## config.mk

```make
export PLATFORM = sky130hd
export DESIGN_NAME = uicc_ctrl
export DESIGN_NICKNAME = d
export VERILOG_FILES = /design/src/uicc_pkg.sv /design/src/uicc_edge_det.sv /design/src/uicc_ctrl.sv
export SDC_FILE = /design/constraint.sdc
export NUM_CORES = 1
export LEC_CHECK = 0
export ABC_CLOCK_PERIOD_IN_PS = 8150
export BUFFER_PORTS_ARGS = -buffer_cell sky130_fd_sc_hd__buf_2
export CAP_MARGIN = 20
export CORE_UTILIZATION = 30
export CTS_CLUSTER_SIZE = 12
export DETAILED_ROUTE_END_ITERATION = 8
export GPL_ROUTABILITY_DRIVEN = 0
export MAX_ROUTING_LAYER = met4
export PLACE_DENSITY = 0.43
export SYNTH_ARGS = -nofsm -noshare
export SYNTH_HDL_FRONTEND = slang
export SYNTH_HIERARCHICAL = 1
export SYNTH_SLANG_ARGS = --single-unit
```

## constraint.sdc

```tcl
create_clock -name clk -period 8.15 [get_ports clk]
set_input_delay 1.2225 -clock clk [delete_from_list [all_inputs] [get_ports clk]]
set_output_delay 1.2225 -clock clk [all_outputs]
set_load 0.02 [all_outputs]
```

## src/uicc_pkg.sv

```systemverilog
// uicc_pkg: register map, field positions and reset values of the counter
package uicc_pkg;

  // ------------------------------------------------------------------
  // bus geometry
  // ------------------------------------------------------------------
  localparam int unsigned ADDR_W = 12;
  localparam int unsigned DATA_W = 32;
  localparam int unsigned IDX_W  = 10;

  // ------------------------------------------------------------------
  // register indices, byte address is four times the index
  // ------------------------------------------------------------------
  localparam logic [IDX_W-1:0] IDX_PRESET_LOW  = 10'h118;
  localparam logic [IDX_W-1:0] IDX_PRESET_HIGH = 10'h11a;
  localparam logic [IDX_W-1:0] IDX_PRESET_A    = 10'h11c;
  localparam logic [IDX_W-1:0] IDX_PRESET_B    = 10'h11d;
  localparam logic [IDX_W-1:0] IDX_PRESET_C    = 10'h11e;
  localparam logic [IDX_W-1:0] IDX_CTRL        = 10'h11f;
  localparam logic [IDX_W-1:0] IDX_CONFIG      = 10'h120;
  localparam logic [IDX_W-1:0] IDX_COUNT       = 10'h121;
  localparam logic [IDX_W-1:0] IDX_STATE       = 10'h122;
  localparam logic [IDX_W-1:0] IDX_IRQ_STAT    = 10'h123;
  localparam logic [IDX_W-1:0] IDX_IRQ_MASK    = 10'h124;

  // ------------------------------------------------------------------
  // field positions
  // ------------------------------------------------------------------
  localparam int unsigned CTRL_LOAD_BIT = 0;  // arm new start/compare value
  localparam int unsigned CTRL_RUN_BIT  = 1;  // start/enable
  localparam int unsigned CFG_DOWN_BIT  = 0;  // 1 = count down
  localparam int unsigned CFG_IRQ_BIT   = 1;  // hardware interrupt option
  localparam int unsigned CFG_FALL_BIT  = 2;  // 1 = falling edge counts
  localparam int unsigned CFG_W         = 3;
  localparam int unsigned ST_RUN_BIT    = 0;
  localparam int unsigned ST_PEND_BIT   = 1;
  localparam int unsigned IRQ_W         = 1;

  // ------------------------------------------------------------------
  // values after reset
  // ------------------------------------------------------------------
  localparam logic [7:0]       RST_BYTE = 8'h00;
  localparam logic [15:0]      RST_WORD = 16'h0000;
  localparam logic [CFG_W-1:0] RST_CFG  = 3'h0;
  localparam logic [IRQ_W-1:0] RST_IRQ  = 1'h0;

  // ------------------------------------------------------------------
  // counter run state
  // ------------------------------------------------------------------
  typedef enum logic [0:0] {
    UICC_STOPPED = 1'b0,
    UICC_RUNNING = 1'b1
  } uicc_state_t;

endpackage

```

## src/uicc_edge_det.sv

```systemverilog
// uicc_edge_det: detects rise and fall by comparing with the last sample
`timescale 1ns/1ps
module uicc_edge_det (
  // clock and reset
  input  wire logic clk,
  input  wire logic rst_n,
  // sampled level
  input  wire logic level,
  // one-cycle edge pulses
  output wire logic rise,
  output wire logic fall
);

  logic prev_q;

  // previous sample; reset to 0 so a level already high counts as a rise
  always_ff @(posedge clk) begin
    if (!rst_n) begin
      prev_q <= 1'b0;
    end else begin
      prev_q <= level;
    end
  end

  // each edge shows for exactly one cycle
  assign rise = level & ~prev_q;
  assign fall = ~level & prev_q;

endmodule // uicc_edge_det

```

## src/uicc_ctrl.sv

```systemverilog
// uicc_ctrl: up/down event counter control with avalon-mm register access
//
// Added by the designer: the Avalon-MM interface to the registers.
`timescale 1ns/1ps
module uicc_ctrl #(
  parameter int unsigned CNT_W = 32
) (
  // clock and reset
  input  wire logic        clk,
  input  wire logic        rst_n,
  // avalon-mm slave
  input  wire logic [11:0] address,
  input  wire logic        read,
  input  wire logic        write,
  input  wire logic [31:0] writedata,
  input  wire logic [3:0]  byteenable,
  output logic      [31:0] readdata,
  output wire logic        waitrequest,
  // count pulse input from the universal input
  input  wire logic        countIn,
  // level interrupt
  output wire logic        irq
);

  // ------------------------------------------------------------------
  // bus slave: one wait state, then the answer
  // ------------------------------------------------------------------
  logic                      ack_q;
  wire                       req    = read | write;
  wire [uicc_pkg::IDX_W-1:0] idx    = address[11:2];
  wire                       wrDone = write & ack_q;
  wire [31:0]                beMask = {{8{byteenable[3]}}, {8{byteenable[2]}},
                                       {8{byteenable[1]}}, {8{byteenable[0]}}};

  assign waitrequest = req & ~ack_q;

  // ack pulses one cycle after the request, then drops for the next one
  always_ff @(posedge clk) begin
    if (!rst_n) begin
      ack_q <= 1'b0;
    end else begin
      ack_q <= req & ~ack_q;
    end
  end

  // ------------------------------------------------------------------
  // software registers
  // ------------------------------------------------------------------
  logic [15:0]                presetLow_q, presetHigh_q;
  logic [7:0]                 presetA_q, presetB_q, presetC_q, ctrl_q;
  logic [uicc_pkg::CFG_W-1:0] cfg_q;
  logic [uicc_pkg::IRQ_W-1:0] irqStat_q, irqMask_q, irqStat_d;

  wire selLow   = idx == uicc_pkg::IDX_PRESET_LOW;
  wire selHigh  = idx == uicc_pkg::IDX_PRESET_HIGH;
  wire selA     = idx == uicc_pkg::IDX_PRESET_A;
  wire selB     = idx == uicc_pkg::IDX_PRESET_B;
  wire selC     = idx == uicc_pkg::IDX_PRESET_C;
  wire selCtrl  = idx == uicc_pkg::IDX_CTRL;
  wire selCfg   = idx == uicc_pkg::IDX_CONFIG;
  wire selCount = idx == uicc_pkg::IDX_COUNT;
  wire selState = idx == uicc_pkg::IDX_STATE;
  wire selStat  = idx == uicc_pkg::IDX_IRQ_STAT;
  wire selMask  = idx == uicc_pkg::IDX_IRQ_MASK;

  // merge of written lanes into the old value
  function automatic logic [31:0] merge(input logic [31:0] old,
                                        input logic [31:0] wd,
                                        input logic [31:0] bm);
    merge = (old & ~bm) | (wd & bm);
  endfunction

  wire [31:0] mLow  = merge({16'h0000, presetLow_q}, writedata, beMask);
  wire [31:0] mHigh = merge({16'h0000, presetHigh_q}, writedata, beMask);
  wire [31:0] mA    = merge({24'h00_0000, presetA_q}, writedata, beMask);
  wire [31:0] mB    = merge({24'h00_0000, presetB_q}, writedata, beMask);
  wire [31:0] mC    = merge({24'h00_0000, presetC_q}, writedata, beMask);
  wire [31:0] mCtrl = merge({24'h00_0000, ctrl_q}, writedata, beMask);
  wire [31:0] mCfg  = merge({29'h0000_0000, cfg_q}, writedata, beMask);
  wire [31:0] mMask = merge({31'h0000_0000, irqMask_q}, writedata, beMask);
  wire [uicc_pkg::IRQ_W-1:0] w1c = (wrDone & selStat & byteenable[0])
                                   ? writedata[uicc_pkg::IRQ_W-1:0]
                                   : {uicc_pkg::IRQ_W{1'b0}};

  // preset bytes: the value is only used once armed, so a half-written
  // preset never reaches the counter
  always_ff @(posedge clk) begin
    if (!rst_n) begin
      presetLow_q  <= uicc_pkg::RST_WORD;
      presetHigh_q <= uicc_pkg::RST_WORD;
      presetA_q    <= uicc_pkg::RST_BYTE;
      presetB_q    <= uicc_pkg::RST_BYTE;
      presetC_q    <= uicc_pkg::RST_BYTE;
    end else if (wrDone) begin
      if (selLow)  presetLow_q  <= mLow[15:0];
      if (selHigh) presetHigh_q <= mHigh[15:0];
      if (selA)    presetA_q    <= mA[7:0];
      if (selB)    presetB_q    <= mB[7:0];
      if (selC)    presetC_q    <= mC[7:0];
    end
  end

  // control, configuration, mask and interrupt status
  always_ff @(posedge clk) begin
    if (!rst_n) begin
      ctrl_q    <= uicc_pkg::RST_BYTE;
      cfg_q     <= uicc_pkg::RST_CFG;
      irqMask_q <= uicc_pkg::RST_IRQ;
      irqStat_q <= uicc_pkg::RST_IRQ;
    end else begin
      if (wrDone && selCtrl) ctrl_q    <= mCtrl[7:0];
      if (wrDone && selCfg)  cfg_q     <= mCfg[uicc_pkg::CFG_W-1:0];
      if (wrDone && selMask) irqMask_q <= mMask[uicc_pkg::IRQ_W-1:0];
      irqStat_q <= irqStat_d;
    end
  end

  // ------------------------------------------------------------------
  // edge detection of control bits and of the count input
  // ------------------------------------------------------------------
  logic loadRise, runRise, runFall, inRise, inFall;

  uicc_edge_det u_load_edge (
    .clk   (clk),
    .rst_n (rst_n),
    .level (ctrl_q[uicc_pkg::CTRL_LOAD_BIT]),
    .rise  (loadRise),
    .fall  ()
  );

  uicc_edge_det u_run_edge (
    .clk   (clk),
    .rst_n (rst_n),
    .level (ctrl_q[uicc_pkg::CTRL_RUN_BIT]),
    .rise  (runRise),
    .fall  (runFall)
  );

  uicc_edge_det u_in_edge (
    .clk   (clk),
    .rst_n (rst_n),
    .level (countIn),
    .rise  (inRise),
    .fall  (inFall)
  );

  wire dirDown = cfg_q[uicc_pkg::CFG_DOWN_BIT];
  wire hwIrqEn = cfg_q[uicc_pkg::CFG_IRQ_BIT];
  wire pulse   = cfg_q[uicc_pkg::CFG_FALL_BIT] ? inFall : inRise;

  // ------------------------------------------------------------------
  // counter core
  // ------------------------------------------------------------------
  uicc_pkg::uicc_state_t state_q, state_d;
  logic [CNT_W-1:0] cnt_q, cnt_d, start_q, start_d, target_q, target_d;
  logic [CNT_W-1:0] armed_q, base;
  logic             pend_q, pend_d, termEv;

  wire [CNT_W-1:0] presetCnt = CNT_W'({presetHigh_q, presetLow_q});
  wire             running   = state_q == uicc_pkg::UICC_RUNNING;
  wire             reinit    = runRise & ctrl_q[uicc_pkg::CTRL_LOAD_BIT];
  wire             step      = running & pulse & ~reinit;
  // with load rising in the same cycle as the run rise, the preset is fresh; else armed_q is used
  wire [CNT_W-1:0] newVal    = loadRise ? presetCnt : armed_q;

  // run state follows the run bit edges
  always_comb begin
    case (state_q)
      uicc_pkg::UICC_STOPPED: begin
        state_d = runRise ? uicc_pkg::UICC_RUNNING
                          : uicc_pkg::UICC_STOPPED;
      end
      uicc_pkg::UICC_RUNNING: begin
        state_d = runFall ? uicc_pkg::UICC_STOPPED
                          : uicc_pkg::UICC_RUNNING;
      end
      default: state_d = uicc_pkg::UICC_STOPPED;
    endcase
  end

  // next count; a run rise without load leaves every value alone
  always_comb begin
    cnt_d    = cnt_q;
    start_d  = start_q;
    target_d = target_q;
    pend_d   = pend_q;
    termEv   = 1'b0;
    base     = cnt_q;
    if (reinit) begin
      start_d  = newVal;
      target_d = newVal;
      cnt_d    = dirDown ? newVal : '0;
      pend_d   = 1'b0;
    end else if (step) begin
      if (pend_q) begin
        if (dirDown) begin
          base    = cnt_q + armed_q - start_q;
          start_d = armed_q;
        end else begin
          target_d = armed_q;
        end
        pend_d = 1'b0;
      end
      if (dirDown) begin
        if (base <= CNT_W'(1)) begin
          cnt_d  = start_d;
          termEv = 1'b1;
        end else begin
          cnt_d = base - CNT_W'(1);
        end
      end else if (target_d != '0 && base + CNT_W'(1) >= target_d) begin
        cnt_d  = '0;
        termEv = 1'b1;
      end else begin
        cnt_d = base + CNT_W'(1);
      end
    end
    // a reinit consumes the fresh preset itself, so nothing stays pending
    if (loadRise && !reinit) pend_d = 1'b1;
  end

  // counter registers; zero after reset so up counting starts at zero
  always_ff @(posedge clk) begin
    if (!rst_n) begin
      state_q  <= uicc_pkg::UICC_STOPPED;
      cnt_q    <= '0;
      start_q  <= '0;
      target_q <= '0;
      armed_q  <= '0;
      pend_q   <= 1'b0;
    end else begin
      state_q  <= state_d;
      cnt_q    <= cnt_d;
      start_q  <= start_d;
      target_q <= target_d;
      pend_q   <= pend_d;
      if (loadRise) armed_q <= presetCnt;
    end
  end

  // ------------------------------------------------------------------
  // interrupt: sticky status, set wins over a same-cycle clear
  // ------------------------------------------------------------------
  wire [uicc_pkg::IRQ_W-1:0] irqSet = {uicc_pkg::IRQ_W{termEv & hwIrqEn}};

  assign irqStat_d = (irqStat_q & ~w1c) | irqSet;
  assign irq       = |(irqStat_q & irqMask_q);

  // ------------------------------------------------------------------
  // read mux, latched at the wait cycle so data stands with the answer
  // ------------------------------------------------------------------
  wire [31:0] stateWord = {30'h0000_0000, pend_q, running};
  wire [31:0] cntWord   = 32'(cnt_q);
  wire [31:0] rdMux =
      selLow   ? {16'h0000, presetLow_q}             :
      selHigh  ? {16'h0000, presetHigh_q}            :
      selA     ? {24'h00_0000, presetA_q}            :
      selB     ? {24'h00_0000, presetB_q}            :
      selC     ? {24'h00_0000, presetC_q}            :
      selCtrl  ? {24'h00_0000, ctrl_q}               :
      selCfg   ? {29'h0000_0000, cfg_q}              :
      selCount ? cntWord                             :
      selState ? stateWord                           :
      selStat  ? {31'h0000_0000, irqStat_q}          :
      selMask  ? {31'h0000_0000, irqMask_q}          :
                 32'h0000_0000;                      // unmapped reads zero

  always_ff @(posedge clk) begin
    if (!rst_n) begin
      readdata <= 32'h0000_0000;
    end else if (read && !ack_q) begin
      readdata <= rdMux;
    end
  end
endmodule // uicc_ctrl

```

Yosys cells after proc, flatten, opt, wreduce, memory -nomap -nowiden
Index checks and enable logic that the tools add are counted.
{ "classes": {"n_lt_le_gt_ge": 2, "mux": 45, "reduce_logical": 16, "eq_ne": 11, "add_sub_neg": 4, "bitwise_logic": 44} }
{ "op_table": {"columns": ["operator", "n"], "rows": [
  ["2-to-1 mux 32 bit", 29],
  ["== test 10 x 9 -> 1 bit, second input constant", 11],
  ["bitwise AND 16 bit", 3],
  ["adder 32 x 1 -> 32 bit, second input constant", 1],
  ["adder 32 bit", 1],
  ["bitwise AND 8 bit", 4],
  [">= comparator 32 bit", 1],
  ["<= comparator 32 x 1 -> 1 bit, second input constant", 1],
  ["bitwise OR 16 bit", 2],
  ["bitwise OR 8 bit", 4],
  ["nonzero test 32 bit", 1],
  ["subtractor 32 x 1 -> 32 bit, second input constant", 1],
  ["subtractor 32 bit", 1],
  ["bitwise AND 1 bit", 16],
  ["NOT 16 bit", 1],
  ["2-to-1 mux 1 bit", 14],
  ["AND reduction 2 bit", 5],
  ["NOT 1 bit", 9],
  ["logical AND 1 bit", 6],
  ["bitwise AND 3 bit", 1],
  ["bitwise OR 1 bit", 3],
  ["bitwise OR 3 bit", 1],
  ["nonzero test 3 bit", 1],
  ["zero test 1 bit", 2],
  ["other kinds (3)", 3]
]} }
{ "totals": {"input_bits": 53, "wordCells": 142, "out_inout_bits": 34, "ff_bits": 235} }

Depth between registers and ports, before layout
{ "logic_depth": {"ltp_word": 16, "depth_mapped": 28, "mapped_depth_nobuf": 25} }

Hierarchy
Netlist, hierarchy kept.
{ "modules_own_cells": {"columns": ["mod", "instances", "area_each_um2", "cells_each", "seq_area_each_um2"], "rows": [
  ["uicc_ctrl", 1, 17292.8, 2262, 4644.5],
  ["uicc_edge_det", 3, 38.8, 4, 20.0]
]} }

Least setup slack after synthesis
OpenSTA, ideal clock, no wires.
{ "synth_timing": {"kind": "flip-flop to flip-flop", "start": "register cnt_q[0], in the netlist cntWord[0]", "end": "register cnt_q[27], in the netlist cntWord[27]", "slack_ns": 2.149, "t_required_ns": 8.075, "stages_incl_launch_ff": 26, "t_arrival_ns": 5.926, "path_cell_list": "dfxtp_1 inv_1 ha_1 inv_1 ha_1 fa_1 a21o_1 a21oi_1 xnor2_1 mux2i_1 nor4b_2 nand4_1 or4b_4 nor4_1 xor2_1 ha_1 a21oi_1 nand2_1 a211oi_1 o21ai_0 o21ai_1 and2_1 clkbuf_1 clkbuf_1 a221oi_1 o22ai_1"} }
{ "synth_via": {"elab_chain_cells": 13, "elab_cells_between_ends": 16} }
{ "synth_rtl": {"columns": ["element", "line", "source"], "rows": [
  ["start, declared", "uicc_ctrl.sv:155", "logic [CNT_W-1:0] cnt_q, cnt_d, start_q, start_d, target_q, target_d;"],
  ["start signal, assigned", "uicc_ctrl.sv:233", "cnt_q <= cnt_d;"],
  ["adder 32 bit", "uicc_ctrl.sv:197", "base = cnt_q + armed_q - start_q;"],
  ["subtractor 32 bit", "uicc_ctrl.sv:197", null],
  ["2-to-1 mux 32 bit", "uicc_ctrl.sv:196", "if (dirDown) begin"],
  ["2-to-1 mux 32 bit *", "uicc_ctrl.sv:195", "if (pend_q) begin"],
  ["2-to-1 mux 32 bit *", "uicc_ctrl.sv:194", "end else if (step) begin"],
  ["2-to-1 mux 32 bit *", "uicc_ctrl.sv:189", "if (reinit) begin"],
  ["adder 32 x 1 -> 32 bit", "uicc_ctrl.sv:211, uicc_ctrl.sv:215", null],
  [">= comparator 32 bit", "uicc_ctrl.sv:211", "end else if (target_d != '0 && base + CNT_W'(1) >= target_d) begin"],
  ["logical AND 1 bit", "uicc_ctrl.sv:211", null],
  ["2-to-1 mux 32 bit", "uicc_ctrl.sv:211", null],
  ["2-to-1 mux 32 bit *", "uicc_ctrl.sv:204", "if (dirDown) begin"],
  ["2-to-1 mux 32 bit *", "uicc_ctrl.sv:194", null],
  ["2-to-1 mux 32 bit *", "uicc_ctrl.sv:189", null]
]} }
Mark *: on every way between the ends. The rest lies on a longest branch, timed or not. The select of a mux whose other input is x is not followed.
A chain may end at the register's enable or synchronous reset.

Worst setup path after layout
{ "layout_timing": {"start": "register cnt_q[8], in the netlist cntWord[8]", "end": "register cnt_q[17], in the netlist cntWord[17]"} }
Same word-level chain as after synthesis.

==> summary.txt <==
Clock tree
  – CTS H-tree depth: 1
  – Buffer levels on the longest clock path: 3
  – Post-CTS setup buffer count: 0
  – Source-to-sink clock delay at the later pin of the worst-skew pair: 560 ps
  – Clock-pin slew of the registers on the worst-case setup and hold paths: 70 ps
  – Resize count post-CTS: 0
  – Number of buffers inserted for hold repair after clock tree synthesis: 0
  – CTS sink cnt: 235
  – Clock root cell: clkbuf_16
  – Number of clock buffers inserted by TritonCTS: 27
  – CTS tree: yes

Global routing
  – GRT Residual Overflow: 0
  – Wire length of the first global-routing pass: 107900 um
  – All-Layer GR Usage: 24.57%
  – Vias in the first global route: 16370
  – Initial antenna violation count: 0
  – Maximum number of pins on one net before global-route repair: 75

Critical path
  – Critical path endpoint category: flop
  – Worst Path Max Fanout: 15
  – Cell family with the largest share of critical-path delay: simple AND/OR/NAND/NOR gates
  – Worst path required time: 8640 ps
  – Arr. time, crit path: 7710 ps
  – Ordered cell list for the critical path: inv_1 -> fa_1 -> inv_1 -> ha_1 -> a21oi_1 -> o21ai_1 -> and3_1 -> nor4_1 -> or2_2 -> a31oi_1 -> or4_1 -> nor4_1 -> xor2_1 -> ha_1 -> a21oi_1 -> nand2_1 -> a211oi_1 -> o21ai_0 -> o21ai_1 -> and2_1 -> buf_4 -> a21oi_1 -> a221o_1 -> a31oi_1
  – Slowest cell on the critical path: or4_1
  – Number of cells on the critical path: 24
  – Crit-path most repeated cell: a21oi_1
  – Buffers & Inverters on Critical Path: 3
  – Class of the most critical setup path: reg2reg
  – Length in cells of the worst reg-to-reg path: 24
  – Max stage delay on crit path: 670 ps
  – Worst setup SP type: flop
  – Minimum setup slack among reg-to-reg paths: 930 ps

Detailed routing
  – Post-detailed-route wirelength per cell: 23.77 um
  – Sum of met2 wire segment lengths after detailed routing: 30490 um
  – DR WL met3: 4637 um
  – Highest Signal Layer: met4
  – Number of iterations in the first detailed-routing pass: 6
  – Residual DRC: 0
  – Routed metal-1 wirelength: 35070 um
  – Via count normalized by instance count: 5.787
  – Antenna Violating Nets Remaining: 0
  – Detailed-route via count: 17570
  – Total wire length after detailed routing: 72180 um
  – Drt first-iter violations: 1873

Placement
  – DP Area: 18430 sq um
  – IO Port Bufs: 66
  – Sum of net half-perimeters after detailed placement: 54470 um
  – Placed Instances: 2986

Status
  – Result of the run: finished, final reports clean

Final layout
  – Net total in the final layout: 2411
  – Fraction of final layout cells sized beyond drive strength 1: 9.211%
  – Most frequent cells in the layout: a21oi_1, dfxtp_1, nand2_1, nor2_1, o21ai_0
  – Layout Area Growth over Synthesis: 11.19%
  – Sequential standard cell area: 4705 sq um
  – Multi-input gate area in the final layout: 11630 sq um
  – Non-filler cells in the finished layout: 3036
  – Post-layout instance area: 19350 sq um
  – Fillers: 6140
  – Most common cell after layout, fill and taps aside: a21oi_1
  – ANT cells: 0

Floorplan
  – Chip height: 242.9 um
  – Cell row count: 87
  – Die X: 242.9 um
  – Initial core utilization: 30.63%
  – Area of the die: 58980 sq um
  – Count of pins on the block boundary: 87
  – Core ar.: 56820 sq um

STA
  – RSZ-0062 raised after global routing: false
  – Final period util: 88.58%
  – Final count of pins violating max slew: 0
  – Setup total negative slack: 0 ps
  – Final setup fails: 0
  – Minimum hold slack: 448.0 ps
  – Count of final hold-check violations: 0
  – Achievable Freq: 138.5 MHz
  – Setup skew after layout: 15.88 ps
  – Worst Tran Pin Value: 1008 ps
  – Tightest slew margin relative to the limit: 32.17%
  – Time the worst path needs with I/O delays and setup: 7220 ps

Yosys
  – Gate count of the mapped netlist: 2273
  – Net count of the mapped netlist: 2424
  – Number of synthesis warnings: 6
  – Area of the mapped netlist: 17400 sq um
  – Mean post-synth cell area: 7.656 sq um

Power and ir drop
  – Leak: 7.272 nW
  – Power Dens Cells: 129.0 nW/um^2
  – Power Total: 2.497 mW
  – Largest voltage drop on the vdd net: 0.1320 mV

Hold path
  – Path category of the worst min-delay check: reg2reg
  – Hold-critical path depth: 2

Job
  – Number of max-cap violations: 0
[through the flow]
stage / utilization [%] / setup slack (ps)
final: 34.05 / 930.4
after global routing: 34.05 / 515.8
after CTS: 34.03 / 1048
after detailed placement: 32.44 / 1079
after global placement: 32.44 / 1061
after floorplan: - / 2149
[power breakdown]
| part | switching [mW] | total [mW] | internal, mW |
|---|---|---|---|
| clock network | 0.519 | 1.26 | 0.736 |
| registers | 0.00381 | 1.16 | 1.15 |
| logic | 0.0590 | 0.0835 | 0.0245 |
[per-layer routing]
| layer | vias to the layer above | GRT usage [%] |
|---|---|---|
| met5 | - | - |
| met4 | 0 | 6.881 |
| met3 | 105 | 2.112 |
| met2 | 708 | 35.55 |
| met1 | 8510 | 36.01 |
| li1 | 8246 | - |
[path summary, 6_finish.rpt]
check | start | to
worst max register to register | cntWord[8]$_SDFFE_PN0P_ | cntWord[17]$_SDFFE_PN0P_
worst min register to register | flop | flop
worst min-delay path | flop | flop
worst max-delay path | cntWord[8]$_SDFFE_PN0P_ | cntWord[17]$_SDFFE_PN0P_
[worst register-to-register path, cell delays in order (launching register included)]
cell and delay (ps):
dfxtp_1 570, inv_1 130, fa_1 500, inv_1 40
ha_1 400, a21oi_1 440, o21ai_1 300, and3_1 270
nor4_1 500, or2_2 230, a31oi_1 110, or4_1 670
nor4_1 450, xor2_1 340, ha_1 320, a21oi_1 150
nand2_1 70, a211oi_1 210, o21ai_0 160, o21ai_1 230
and2_1 240, buf_4 270, a21oi_1 120, a221o_1 330
a31oi_1 130
[area by class of cell]
type	instances	share of cell area (%)
clock inverter	8	0.3556
clock buffer	41	4.332
multi-input combinational	1751	60.08
tap	756	4.888
timing repair buffer	108	3.369
sequential	235	24.31
inverter	137	2.658
No activity file was read; power rests on OpenSTA's default activity.
